<file path="config.mk">
export PLATFORM = sky130hd
export DESIGN_NAME = aao_datapath
export DESIGN_NICKNAME = d
export VERILOG_FILES = /design/src/aao_pkg.sv /design/src/aao_alu8.sv /design/src/aao_datapath.sv
export SDC_FILE = /design/constraint.sdc
export NUM_CORES = 1
export LEC_CHECK = 0
export ABC_AREA = 1
export BUFFER_PORTS_ARGS = -buffer_cell sky130_fd_sc_hd__buf_4
export CAP_MARGIN = 15
export CORE_MARGIN = 2
export CORE_UTILIZATION = 50
export DETAILED_ROUTE_END_ITERATION = 7
export PLACE_DENSITY = 0.73
export SLEW_MARGIN = 25
export SYNTH_ARGS = -nofsm -noshare
export SYNTH_HDL_FRONTEND = slang
export SYNTH_SLANG_ARGS = --single-unit
</file>
<file path="constraint.sdc">
create_clock -name clk -period 8.3 [get_ports clk]
set_input_delay 1.245 -clock clk [delete_from_list [all_inputs] [get_ports clk]]
set_output_delay 1.245 -clock clk [all_outputs]
set_load 0.03 [all_outputs]
</file>
<file path="src/aao_pkg.sv">
/*
  aao_pkg: constants, types and register layout shared by the 8-bit
  arithmetic/logic datapath and its adder/logic slice.
  assumes: a 32-bit apb bus with byte addresses held in 8 bits.
*/
package aao_pkg;

  // --------------------------------------------------------------------
  // register map (byte addresses, one aligned word each)
  // --------------------------------------------------------------------
  localparam int unsigned ADDR_W = 8;
  localparam logic [7:0] ADDR_CMD = 8'h00;
  localparam logic [7:0] ADDR_OPA = 8'h04;
  localparam logic [7:0] ADDR_OPB = 8'h08;
  localparam logic [7:0] ADDR_OPH = 8'h0c;
  localparam logic [7:0] ADDR_RES = 8'h10;
  localparam logic [7:0] ADDR_SREG = 8'h14;
  localparam logic [7:0] ADDR_STAT = 8'h18;
  // i/o window: index i sits at IO_BASE + 4*i
  localparam logic [7:0] IO_BASE = 8'h80;
  localparam logic [7:0] IO_WIN_MASK = 8'h80;
  localparam int unsigned IO_N = 32;
  localparam logic [7:0] IO_TOP_ADDR = 8'h1f;

  // i/o register holding flags that clear on a written one
  localparam logic [4:0] IO_FLAG_IDX = 5'h0b;
  localparam logic [7:0] IO_FLAG_MASK = 8'he0;

  // status register bits
  localparam int unsigned STAT_BUSY = 0;
  localparam int unsigned STAT_RANGE = 1;

  localparam logic [7:0] BYTE_ONES = 8'hff;
  localparam logic [7:0] BYTE_ZERO = 8'h00;

  // --------------------------------------------------------------------
  // operation codes written into the command field
  // --------------------------------------------------------------------
  localparam logic [4:0] OP_SUM = 5'h00;
  localparam logic [4:0] OP_SUM_CARRY = 5'h01;
  localparam logic [4:0] OP_WORD_IMMEDIATE_SUM = 5'h02;
  localparam logic [4:0] OP_DIFFERENCE = 5'h03;
  localparam logic [4:0] OP_DIFFERENCE_CONSTANT = 5'h04;
  localparam logic [4:0] OP_DIFFERENCE_WITH_BORROW = 5'h05;
  localparam logic [4:0] OP_DIFFERENCE_CONSTANT_BORROW = 5'h06;
  localparam logic [4:0] OP_WORD_IMMEDIATE_DIFFERENCE = 5'h07;
  localparam logic [4:0] OP_CONJUNCTION = 5'h08;
  localparam logic [4:0] OP_CONJUNCTION_CONSTANT = 5'h09;
  localparam logic [4:0] OP_DISJUNCTION = 5'h0a;
  localparam logic [4:0] OP_DISJUNCTION_CONSTANT = 5'h0b;
  localparam logic [4:0] OP_EXCLUSIVE_DISJUNCTION = 5'h0c;
  localparam logic [4:0] OP_MASK_BITS_SET = 5'h0d;
  localparam logic [4:0] OP_MASK_BITS_CLEAR = 5'h0e;
  localparam logic [4:0] OP_IO_BIT_SET = 5'h10;
  localparam logic [4:0] OP_IO_BIT_CLEAR = 5'h11;

  // --------------------------------------------------------------------
  // types
  // --------------------------------------------------------------------
  typedef enum logic [2:0] {
    FN_ADD, FN_SUB, FN_AND, FN_OR, FN_XOR
  } aao_fn_t;

  typedef enum logic [1:0] {
    ST_IDLE, ST_LO, ST_HI
  } aao_state_t;

  // status flags, bit 0 is carry
  typedef struct packed {
    logic h;
    logic s;
    logic v;
    logic n;
    logic z;
    logic c;
  } aao_flags_t;

  // command word: op in [4:0], bit index in [7:5], i/o address in [15:8]
  typedef struct packed {
    logic [7:0] io_addr;
    logic [2:0] bit_idx;
    logic [4:0] op;
  } aao_cmd_t;

  localparam aao_flags_t FLAGS_ARITH = '{h:1'b1, s:1'b0, v:1'b1, n:1'b1,
                                         z:1'b1, c:1'b1};
  localparam aao_flags_t FLAGS_WORD = '{h:1'b0, s:1'b1, v:1'b1, n:1'b1,
                                        z:1'b1, c:1'b1};
  localparam aao_flags_t FLAGS_LOGIC = '{h:1'b0, s:1'b0, v:1'b1, n:1'b1,
                                         z:1'b1, c:1'b0};
  localparam aao_flags_t FLAGS_NONE = '0;

endpackage

</file>
<file path="src/aao_alu8.sv">
/*
  aao_alu8: one 8-bit adder/subtractor/logic slice with carry, half
  carry and two's-complement overflow.
  assumes: purely combinational use; the caller registers the outputs.
*/
`timescale 1ns/1ps
`default_nettype none

module aao_alu8
(
  // operands
  input wire logic [7:0] a,
  input wire logic [7:0] b,
  input wire logic cin,
  input wire aao_pkg::aao_fn_t fn,
  // result
  output logic [7:0] r,
  output logic c,
  output logic h,
  output logic v
);

  logic [8:0] sum_w;
  logic [8:0] dif_w;

  assign sum_w = {1'b0, a} + {1'b0, b} + {8'h00, cin};
  assign dif_w = {1'b0, a} - {1'b0, b} - {8'h00, cin};

  always_comb
  begin
    r = a & b;
    c = 1'b0;
    h = 1'b0;
    v = 1'b0;
    unique case (fn)
      aao_pkg::FN_ADD:
      begin
        r = sum_w[7:0];
        c = sum_w[8];
        h = (a[3] & b[3]) | (b[3] & ~r[3]) | (~r[3] & a[3]);
        v = (a[7] & b[7] & ~r[7]) | (~a[7] & ~b[7] & r[7]);
      end
      aao_pkg::FN_SUB:
      begin
        r = dif_w[7:0];
        c = (~a[7] & b[7]) | (b[7] & r[7]) | (r[7] & ~a[7]);
        h = (~a[3] & b[3]) | (b[3] & r[3]) | (r[3] & ~a[3]);
        v = (a[7] & ~b[7] & ~r[7]) | (~a[7] & b[7] & r[7]);
      end
      aao_pkg::FN_AND: r = a & b;
      aao_pkg::FN_OR: r = a | b;
      aao_pkg::FN_XOR: r = a ^ b;
      default: r = a & b;
    endcase
  end

endmodule

`default_nettype wire

</file>
<file path="src/aao_datapath.sv">
/*
  aao_datapath: 8-bit arithmetic/logic datapath with register-pair word
  operations, status flags and a 32-entry i/o space reached by bit
  set/clear operations, all run from an apb slave.
  assumes: one clock, asynchronous active-low reset, an apb master that
  holds each request until pready, and flag events synchronous to clk.
*/
`timescale 1ns/1ps
`default_nettype none

module aao_datapath
(
  // clock and reset
  input wire logic clk,
  input wire logic rst_n,
  // apb slave
  input wire logic psel,
  input wire logic penable,
  input wire logic pwrite,
  input wire logic [7:0] paddr,
  input wire logic [31:0] pwdata,
  output logic [31:0] prdata,
  output logic pready,
  output logic pslverr,
  // hardware events into the clear-on-one flag register
  input wire logic [7:0] flag_event,
  // results toward the register file
  output logic [15:0] result,
  output aao_pkg::aao_flags_t flags,
  output logic done
);

  // ----------------------------------------------------------------------
  // decode helpers
  // ----------------------------------------------------------------------
  function automatic aao_pkg::aao_fn_t op_fn(input logic [4:0] op);
    unique case (op)
      aao_pkg::OP_SUM, aao_pkg::OP_SUM_CARRY,
      aao_pkg::OP_WORD_IMMEDIATE_SUM: op_fn = aao_pkg::FN_ADD;
      aao_pkg::OP_CONJUNCTION, aao_pkg::OP_CONJUNCTION_CONSTANT,
      aao_pkg::OP_MASK_BITS_CLEAR: op_fn = aao_pkg::FN_AND;
      aao_pkg::OP_DISJUNCTION, aao_pkg::OP_DISJUNCTION_CONSTANT,
      aao_pkg::OP_MASK_BITS_SET: op_fn = aao_pkg::FN_OR;
      aao_pkg::OP_EXCLUSIVE_DISJUNCTION: op_fn = aao_pkg::FN_XOR;
      default: op_fn = aao_pkg::FN_SUB;
    endcase
  endfunction

  function automatic logic op_word(input logic [4:0] op);
    op_word = (op == aao_pkg::OP_WORD_IMMEDIATE_SUM) ||
              (op == aao_pkg::OP_WORD_IMMEDIATE_DIFFERENCE);
  endfunction

  function automatic logic op_io(input logic [4:0] op);
    op_io = (op == aao_pkg::OP_IO_BIT_SET) ||
            (op == aao_pkg::OP_IO_BIT_CLEAR);
  endfunction

  function automatic logic op_carry_in(input logic [4:0] op);
    op_carry_in = (op == aao_pkg::OP_SUM_CARRY) ||
                  (op == aao_pkg::OP_DIFFERENCE_WITH_BORROW) ||
                  (op == aao_pkg::OP_DIFFERENCE_CONSTANT_BORROW);
  endfunction

  // which flags an operation writes; the rest keep their value
  function automatic aao_pkg::aao_flags_t op_flags(input logic [4:0] op);
    if (op_io(op))
      op_flags = aao_pkg::FLAGS_NONE;
    else if (op_word(op))
      op_flags = aao_pkg::FLAGS_WORD;
    else if (op_fn(op) == aao_pkg::FN_ADD || op_fn(op) == aao_pkg::FN_SUB)
      op_flags = aao_pkg::FLAGS_ARITH;
    else
      op_flags = aao_pkg::FLAGS_LOGIC;
  endfunction

  // ----------------------------------------------------------------------
  // state
  // ----------------------------------------------------------------------
  aao_pkg::aao_state_t state_reg;
  aao_pkg::aao_cmd_t cmd_reg;
  logic [7:0] opa_reg;
  logic [7:0] opb_reg;
  logic [7:0] oph_reg;
  logic [7:0] wlo_reg;
  logic wc_reg;
  logic range_err_reg;
  aao_pkg::aao_flags_t sreg_reg;
  logic [15:0] res_reg;
  logic done_reg;
  logic [31:0] prdata_reg;
  logic pready_reg;
  logic pslverr_reg;
  logic [7:0] io_mem [aao_pkg::IO_N];

  // ----------------------------------------------------------------------
  // apb decode
  // ----------------------------------------------------------------------
  logic access;
  logic acc_done;
  logic idle;
  logic in_io;
  logic [4:0] io_sel;
  logic hit_cmd;
  logic hit_opa;
  logic hit_opb;
  logic hit_oph;
  logic hit_res;
  logic hit_sreg;
  logic hit_stat;
  logic mapped;
  logic wr_done;
  logic [31:0] rd_data;
  logic pready_next;

  assign access = psel & penable;
  assign acc_done = access & pready_reg;
  assign idle = (state_reg == aao_pkg::ST_IDLE);
  assign in_io = (paddr & aao_pkg::IO_WIN_MASK) == aao_pkg::IO_BASE;
  assign io_sel = paddr[6:2];
  assign hit_cmd = paddr == aao_pkg::ADDR_CMD;
  assign hit_opa = paddr == aao_pkg::ADDR_OPA;
  assign hit_opb = paddr == aao_pkg::ADDR_OPB;
  assign hit_oph = paddr == aao_pkg::ADDR_OPH;
  assign hit_res = paddr == aao_pkg::ADDR_RES;
  assign hit_sreg = paddr == aao_pkg::ADDR_SREG;
  assign hit_stat = paddr == aao_pkg::ADDR_STAT;
  assign mapped = (in_io & (paddr[1:0] == 2'b00)) | hit_cmd | hit_opa |
                  hit_opb | hit_oph | hit_res | hit_sreg | hit_stat;
  assign wr_done = acc_done & pwrite & mapped;

  // every transfer waits one cycle, and longer while an operation runs,
  // so software never sees a half-updated result or flag set
  assign pready_next = access & ~pready_reg & idle;

  assign rd_data =
    in_io ? {24'h000000, io_mem[io_sel]} :
    hit_cmd ? {16'h0000, cmd_reg} :
    hit_opa ? {24'h000000, opa_reg} :
    hit_opb ? {24'h000000, opb_reg} :
    hit_oph ? {24'h000000, oph_reg} :
    hit_res ? {16'h0000, res_reg} :
    hit_sreg ? {26'h0000000, sreg_reg} :
    hit_stat ? {30'h00000000, range_err_reg, ~idle} :
    32'h00000000;

  // ----------------------------------------------------------------------
  // arithmetic slice
  // ----------------------------------------------------------------------
  logic hi_phase;
  logic [7:0] alu_a;
  logic [7:0] alu_b;
  logic alu_cin;
  aao_pkg::aao_fn_t alu_fn;
  logic [7:0] alu_r;
  logic alu_c;
  logic alu_h;
  logic alu_v;

  assign hi_phase = (state_reg == aao_pkg::ST_HI);
  // second word cycle only propagates the low-byte carry into the pair
  assign alu_a = hi_phase ? oph_reg : opa_reg;
  assign alu_b = hi_phase ? aao_pkg::BYTE_ZERO :
                 (cmd_reg.op == aao_pkg::OP_MASK_BITS_CLEAR) ?
                 aao_pkg::BYTE_ONES - opb_reg : opb_reg;
  assign alu_cin = hi_phase ? wc_reg :
                   (op_carry_in(cmd_reg.op) & sreg_reg.c);
  assign alu_fn = op_fn(cmd_reg.op);

  aao_alu8 u_alu
  (
    .a(alu_a),
    .b(alu_b),
    .cin(alu_cin),
    .fn(alu_fn),
    .r(alu_r),
    .c(alu_c),
    .h(alu_h),
    .v(alu_v)
  );

  // ----------------------------------------------------------------------
  // flag computation
  // ----------------------------------------------------------------------
  aao_pkg::aao_flags_t new_flags;
  aao_pkg::aao_flags_t upd_mask;
  logic fin_byte;
  logic fin_word;
  logic fin_io;
  logic [15:0] word_res;

  assign word_res = {alu_r, wlo_reg};
  assign new_flags.c = alu_c;
  assign new_flags.h = alu_h;
  assign new_flags.n = alu_r[7];
  assign new_flags.z = hi_phase ? (word_res == 16'h0000) :
                       (alu_r == aao_pkg::BYTE_ZERO);
  assign new_flags.v = alu_v;
  assign new_flags.s = alu_r[7] ^ alu_v;
  assign upd_mask = op_flags(cmd_reg.op);

  assign fin_io = (state_reg == aao_pkg::ST_LO) & op_io(cmd_reg.op);
  assign fin_byte = (state_reg == aao_pkg::ST_LO) & ~op_io(cmd_reg.op) &
                    ~op_word(cmd_reg.op);
  assign fin_word = hi_phase;

  // ----------------------------------------------------------------------
  // i/o read-modify-write
  // ----------------------------------------------------------------------
  logic io_ok;
  logic [7:0] io_old;
  logic [7:0] io_bit;
  logic [7:0] io_mod;
  logic io_we;
  logic [4:0] io_widx;
  logic [7:0] io_wval;

  assign io_ok = cmd_reg.io_addr <= aao_pkg::IO_TOP_ADDR;
  assign io_old = io_mem[cmd_reg.io_addr[4:0]];
  assign io_bit = 8'h01 << cmd_reg.bit_idx;
  // the whole byte goes back, so a set flag is written as one and clears
  assign io_mod = (cmd_reg.op == aao_pkg::OP_IO_BIT_SET) ?
                  (io_old | io_bit) : (io_old & ~io_bit);
  assign io_we = (fin_io & io_ok) | (wr_done & in_io);
  assign io_widx = fin_io ? cmd_reg.io_addr[4:0] : io_sel;
  assign io_wval = fin_io ? io_mod : pwdata[7:0];

  genvar gi;
  generate
    for (gi = 0; gi < aao_pkg::IO_N; gi++)
    begin : g_io
      localparam logic [7:0] W1C = (gi == aao_pkg::IO_FLAG_IDX) ?
                                   aao_pkg::IO_FLAG_MASK : 8'h00;
      logic hit;
      logic [7:0] wr_val;
      logic [7:0] nxt;
      assign hit = io_we & (io_widx == 5'(gi));
      // flag bits clear on a one, keep on a zero; plain bits take data
      assign wr_val = (io_mem[gi] & W1C & ~io_wval) |
                      (io_wval & ~W1C);
      // an event in the clearing cycle still sets the flag
      assign nxt = (hit ? wr_val : io_mem[gi]) | (flag_event & W1C);
      always_ff @(posedge clk or negedge rst_n)
      begin
        if (!rst_n)
          io_mem[gi] <= 8'h00;
        else
          io_mem[gi] <= nxt;
      end
    end
  endgenerate

  // ----------------------------------------------------------------------
  // next values
  // ----------------------------------------------------------------------
  aao_pkg::aao_state_t state_next;
  aao_pkg::aao_flags_t sreg_next;
  logic [15:0] res_next;
  logic range_err_next;
  logic start;

  assign start = wr_done & hit_cmd;
  assign state_next =
    start ? aao_pkg::ST_LO :
    (state_reg == aao_pkg::ST_LO && op_word(cmd_reg.op)) ? aao_pkg::ST_HI :
    aao_pkg::ST_IDLE;

  assign sreg_next =
    (fin_byte | fin_word) ?
      ((new_flags & upd_mask) | (sreg_reg & ~upd_mask)) :
    (wr_done & hit_sreg) ? aao_pkg::aao_flags_t'(pwdata[5:0]) :
    sreg_reg;

  assign res_next =
    fin_byte ? {8'h00, alu_r} :
    fin_word ? word_res :
    (fin_io & io_ok) ? {8'h00, io_mod} :
    res_reg;

  // set wins over a clear written in the same cycle
  assign range_err_next = (fin_io & ~io_ok) |
    (range_err_reg & ~(wr_done & hit_stat & pwdata[aao_pkg::STAT_RANGE]));

  // ----------------------------------------------------------------------
  // registers
  // ----------------------------------------------------------------------
  always_ff @(posedge clk or negedge rst_n)
  begin
    if (!rst_n)
    begin
      state_reg <= aao_pkg::ST_IDLE;
      cmd_reg <= '0;
      opa_reg <= 8'h00;
      opb_reg <= 8'h00;
      oph_reg <= 8'h00;
      sreg_reg <= '0;
      res_reg <= 16'h0000;
      range_err_reg <= 1'b0;
    end
    else
    begin
      state_reg <= state_next;
      sreg_reg <= sreg_next;
      res_reg <= res_next;
      range_err_reg <= range_err_next;
      if (start)
        cmd_reg <= aao_pkg::aao_cmd_t'(pwdata[15:0]);
      if (wr_done & hit_opa)
        opa_reg <= pwdata[7:0];
      if (wr_done & hit_opb)
        opb_reg <= pwdata[7:0];
      if (wr_done & hit_oph)
        oph_reg <= pwdata[7:0];
    end
  end

  // low byte of a word operation waits here for the high cycle
  always_ff @(posedge clk or negedge rst_n)
  begin
    if (!rst_n)
    begin
      wlo_reg <= 8'h00;
      wc_reg <= 1'b0;
    end
    else if (state_reg == aao_pkg::ST_LO)
    begin
      wlo_reg <= alu_r;
      wc_reg <= alu_c;
    end
  end

  always_ff @(posedge clk or negedge rst_n)
  begin
    if (!rst_n)
    begin
      done_reg <= 1'b0;
      pready_reg <= 1'b0;
      prdata_reg <= 32'h00000000;
      pslverr_reg <= 1'b0;
    end
    else
    begin
      done_reg <= fin_byte | fin_word | fin_io;
      pready_reg <= pready_next;
      pslverr_reg <= pready_next & ~mapped;
      if (pready_next)
        prdata_reg <= rd_data;
    end
  end

  assign prdata = prdata_reg;
  assign pready = pready_reg;
  assign pslverr = pslverr_reg;
  assign result = res_reg;
  assign flags = sreg_reg;
  assign done = done_reg;

endmodule

`default_nettype wire

</file>
Word-level counts from Yosys, hierarchy flattened
Memories as Yosys holds them, arrays and structs flattened.
Cells that the tools add are included.
- output and inout bits: 57
- flip-flop bits (word level): 365
- memories: 3
- bits of input ports: 53
- bits in read-only memories: 144
- add/subtract/negate cells: 5
- shift-type cells: 1
- bitwise gates (word level): 120
- eq/ne operators: 51
- $lt $le $gt $ge: 3
- reduce and logical (&&, ||, !) cells: 16
- mux-type cells: 44
- memory list (memory ; words ; width ; read ports ; clocked after memory_dff ; write ports ; line ; source):
    (no name shown) ; 16 ; 3 ; 1 ; 0 ; 0 ; aao_datapath.sv:37 ; unique case (op)
    (no name shown) ; 16 ; 3 ; 1 ; 0 ; 0 ; aao_datapath.sv:37 ;
    (no name shown) ; 16 ; 3 ; 1 ; 0 ; 0 ; aao_datapath.sv:37 ;
- operator list (operator ; number):
    $mux W16 ; 9
    $eq A5 B5 Y1 const B ; 18
    $bmux W8 S5 ; 2
    $mux W8 ; 10
    $and A1 B1 Y1 ; 71
    $eq A5 B4 Y1 const B ; 9
    $mux W6 ; 6
    $eq A5 B3 Y1 const B ; 7
    $pmux W8 S4 ; 1
    $and A8 B8 Y8 ; 3
    $eq A8 B5 Y1 const B ; 3
    $or A8 B8 Y8 ; 3
    $mux W3 ; 7
    $or A1 B1 Y1 ; 19
    $eq A8 B4 Y1 const B ; 2
    $logic_not A16 Y1 ; 1
    $logic_not A8 Y1 ; 2
    $not A8 Y8 ; 2
    $eq A5 B2 Y1 const B ; 3
    $not A1 Y1 ; 13
    $and A6 B6 Y6 ; 2
    $ge A6 B6 Y1 const B ; 2
    $not A5 Y6 ; 2
    $eq A5 B1 Y1 const B ; 2
    other kinds (29) ; 41

Longest topological paths before layout
- depth after elaboration: 15
- gate-level depth with buffers: 24

By module
From an unflattened synthesis, not the netlist that was laid out.
- cells, all modules: 3082
- area, all modules: 21350.5 um^2
- modules (own cells, without submodules) (module ; instances ; cells each ; area an instance (um^2) ; seq. area each (um^2)):
    aao_datapath ; 1 ; 2840 ; 19901.6 ; 8733.4
    aao_alu8 ; 1 ; 242 ; 1448.9 ; 0.0

Worst setup path before layout
No wires, ideal clock.
- path type: flip-flop to flip-flop
- start: register cmd_reg[0] (netlist bit)
- end: register with a tool-made name
- slack: 4.969 ns
- data arrival time: 3.253 ns
- stages on the path, launching flop included: 21
- cell sequence: dfrtp_1 > inv_1 > ha_1 > nand2_1 > nor2_1 > clkbuf_1 > nand2_1 > nand2_1 > nor2_1 > fa_1 > fa_1 > nand3_1 > nand2_1 > or2_2 > nand3_1 > nand2_1 > nor2_1 > nand3_1 > nor2_1 > nand3_1 > a21oi_1
- RTL lines (element ; line ; source):
    start, declared ; aao_datapath.sv:81 ; aao_pkg::aao_cmd_t cmd_reg;
    start signal, assigned ; aao_datapath.sv:307 ; cmd_reg <= aao_pkg::aao_cmd_t'(pwdata[15:0]);

==> impl_results.md <==
- Final setup vio count: 0
- Cell Area, Placed: 0.0216 mm2
- Final period util: 56.2%
- Mean Syn Cell Area: 7.39 um2
- Min Tclk post-route: 4660 ps
- DP HPWL: 48600 um
- Setup bufs post-CTS: 0
- Slew headroom: 32.9%
- Global-route wire length before repair: 113000 um
- Largest net degree at the start of global routing: 101
- CP max FO: 13
- Commonest cells in the synthesized netlist: 687 x nand2_1, 349 x dfrtp_1, 339 x o21ai_0
- Biggest register: io_mem
- CP bufs+invs: 1
- Cell accounting for the most synthesized area: dfrtp_1
- Synth Flop Type: dfrtp_1
- Max cap viols: 0
- Leak: 10.7 nW
- WL final: 72600 um
- PostCTS Resize Cnt: 0
- Min-delay src: prdata[5]
- Power per Cell Area: 164 mW/mm2
- CTS Sinks: 349
- Synth top area cells: dfrtp_1 42%, nand2_1 12%, o21ai_0 8.1%, nand3_1 6.9%, inv_1 4.7%
- Fmax: 214 MHz
- RSZ-0062 raised after global routing: no
- First-pass detailed-route iteration total: 8
- Cell with the most instances after synthesis: nand2_1
- Max Root-Sink Buffers: 3
- Cells after synthesis: 2822
- R2R Path Start: cmd_reg[0]
- Reg2reg path depth: 17
- Cell area after synthesis: 0.0208 mm2
- Synth cell types: 50
- Routed Antenna Nets: 0
- CTS tree: yes
- Final Hold Viols: 0
- Vias: 20700
- VDD IR max: 0.000144 V
- Vias in the first global route: 19800
- R2r setup slk: 3640 ps
- # H-tree levels: 2
- IO Pins: 110
- Asr flop ratio synth: 100%
- CP delay by family, top: simple AND/OR/NAND/NOR gates
- Die area: 0.0433 mm2
- Finished Cell Area: 0.0229 mm2
- Port bufs: 72
- Crit-path cells: inv_1 > ha_1 > nand2_1 > nor2_1 > nor2_1 > nor3_1 > ha_1 > ha_1 > a21oi_1 > a21boi_0 > nand3_1 > nand3_1 > nand2_1 > nor2_1 > nand3_1 > nand3_1 > a21oi_1
- Top-area cell type share of the netlist area: 41.9%
- WHS Path Cells: 2
- Final TNS setup: 0 ps
- Worst-Skew Late Latency: 550 ps
- Layout cells sized above 1: 9.34%
- Startpoint Class: flip-flop
- Critical path capture point type: flip-flop
- Seq/Total Area, Yosys: 41.9%
- Max incr delay on CP: 610 ps
- Hold endpoint: prdata[5]
- Die height: 208 um
- Rows: 74
- GP Congestion: 1.01
- Critical-path top delay cell: nor2_1
- Congestion Overflow GR: 0
- Final #Nets: 2903
- Yosys warns: 0
- DIE WIDTH: 208 um
- Crit path depth: 17
- First-iteration detailed-routing DRC count: 2993
- P&R area growth vs syn: 9.88%
- Wire per inst: 21.5 um
- Slew Viols, Final: 0
- Critical Path AT: 5080 ps
- Outcome: complete, no violations
- Antenna Cells: 0
- Num CTS Buffers: 39
- Worst Tran Pin Value: 998 ps
- Core Box Area: 0.0410 mm2
- Critical path type: flip-flop to flip-flop
- Skew final: 17.7 ps
- Drt drc: 0
- Hold WC Path Type: flip-flop to flip-flop
- GRT Total Usage: 33.2%
- Cell mode on critical path: nand3_1
- Via/cell ratio: 6.15
- Max FFs per register: 256
- Register bit total from synthesis: 349
- Hold-fix buffers, CTS: 0
- Number of synthesized flops with an enable pin: 0
- Critical Path RT: 8720 ps
- Starting Density: 50.8%
- Initial antenna violation count: 0
- Root Buffer: clkbuf_16
- Clock-pin slew on the worst setup and hold paths: 60 ps
## per-layer routing
metal  vias to the layer above  wire (um)  global-route usage (%)
li1                       9418          -                       -
met1                      9807      27900                    43.4
met2                      1244      32200                    51.8
met3                       272       7740                    6.02
met4                         0       4730                    19.4
met5                         -          0                       0
## metrics by stage
step	hold slack, ps	instances	power (mW)	worst slack [ps]	util [%]
floorplan	449	2837	1.88	4970	-
global placement	466	3303	1.99	3470	52.7
detailed placement	472	3303	2.00	3400	52.7
CTS	487	3370	3.76	3650	55.8
global route	515	3370	3.84	3400	55.8
finish	478	3370	3.76	3640	55.8
## cells by family (layout without fill, tap and decap cells)
| logic type | Yosys count | in the layout | synth area share [%] |
|---|---|---|---|
| buffers and inverters | 472 | 473 | 9.30 |
| xor gates and xnor gates | 2 | 2 | 0.0841 |
| DFF | 349 | 349 | 41.9 |
| other | 1 | 16 | 0.0180 |
| AOI/OAI and AO/OA | 735 | 735 | 20.2 |
| and+or+nand+nor | 1225 | 1225 | 26.1 |
| adders and majority gates | 38 | 38 | 2.46 |
## cell usage in the layout (no fill, tap or decap), types with 16 or more instances in the layout
cell type	netlist	final
inv_1	260	259
o21ai_0	339	338
nor3_1	17	17
inv_2	28	29
a22oi_1	35	35
clkbuf_16	0	41
ha_1	33	33
nand2_1	687	686
nand3_1	289	288
o2111ai_1	23	23
dfrtp_1	349	347
o22ai_1	29	29
a21oi_1	133	133
nor2_1	158	156
buf_4	18	108
nor3_4	20	20
o21ai_1	67	67
o211ai_1	62	62
conb_1	1	16
## worst register-to-register path: cells and delay by family (launching register included)
family | cells | cell delay [ps]
buffers and inverters | 1 | 130
and+or+nand+nor | 10 | 2390
AOI/OAI and AO/OA | 3 | 610
adders and majority gates | 3 | 960
DFF | 1 | 460
## final cells by class
class,instances,area (um2)
clock inverters,13,146
fillers,3834,18100
inverters,296,1120
repair buffers,110,837
flip-flops and latches,349,8740
clock buffers,54,1140
well taps,532,666
multi-input cells,2016,10300
## how the worst max path moves through the flow
stage / endpoint / slack [ps] / start
global placement: io_mem[63] / 3470 / paddr[3]
floorplan: flip-flop / 4970 / cmd_reg[0]
global route: flip-flop / 3400 / cmd_reg[0]
detailed placement: io_mem[59] / 3400 / paddr[3]
finish: flip-flop / 3640 / cmd_reg[0]
CTS: flip-flop / 3650 / cmd_reg[0]
## power breakdown
| group | switching (mW) | internal (mW) | leakage, nW | total (mW) |
|---|---|---|---|---|
| sequential | 0.00699 | 1.71 | 4.43 | 1.72 |
| combinational | 0.201 | 0.0534 | 5.67 | 0.254 |
| clock | 0.733 | 1.05 | 0.641 | 1.79 |
(Power assumes the default switching activity.)
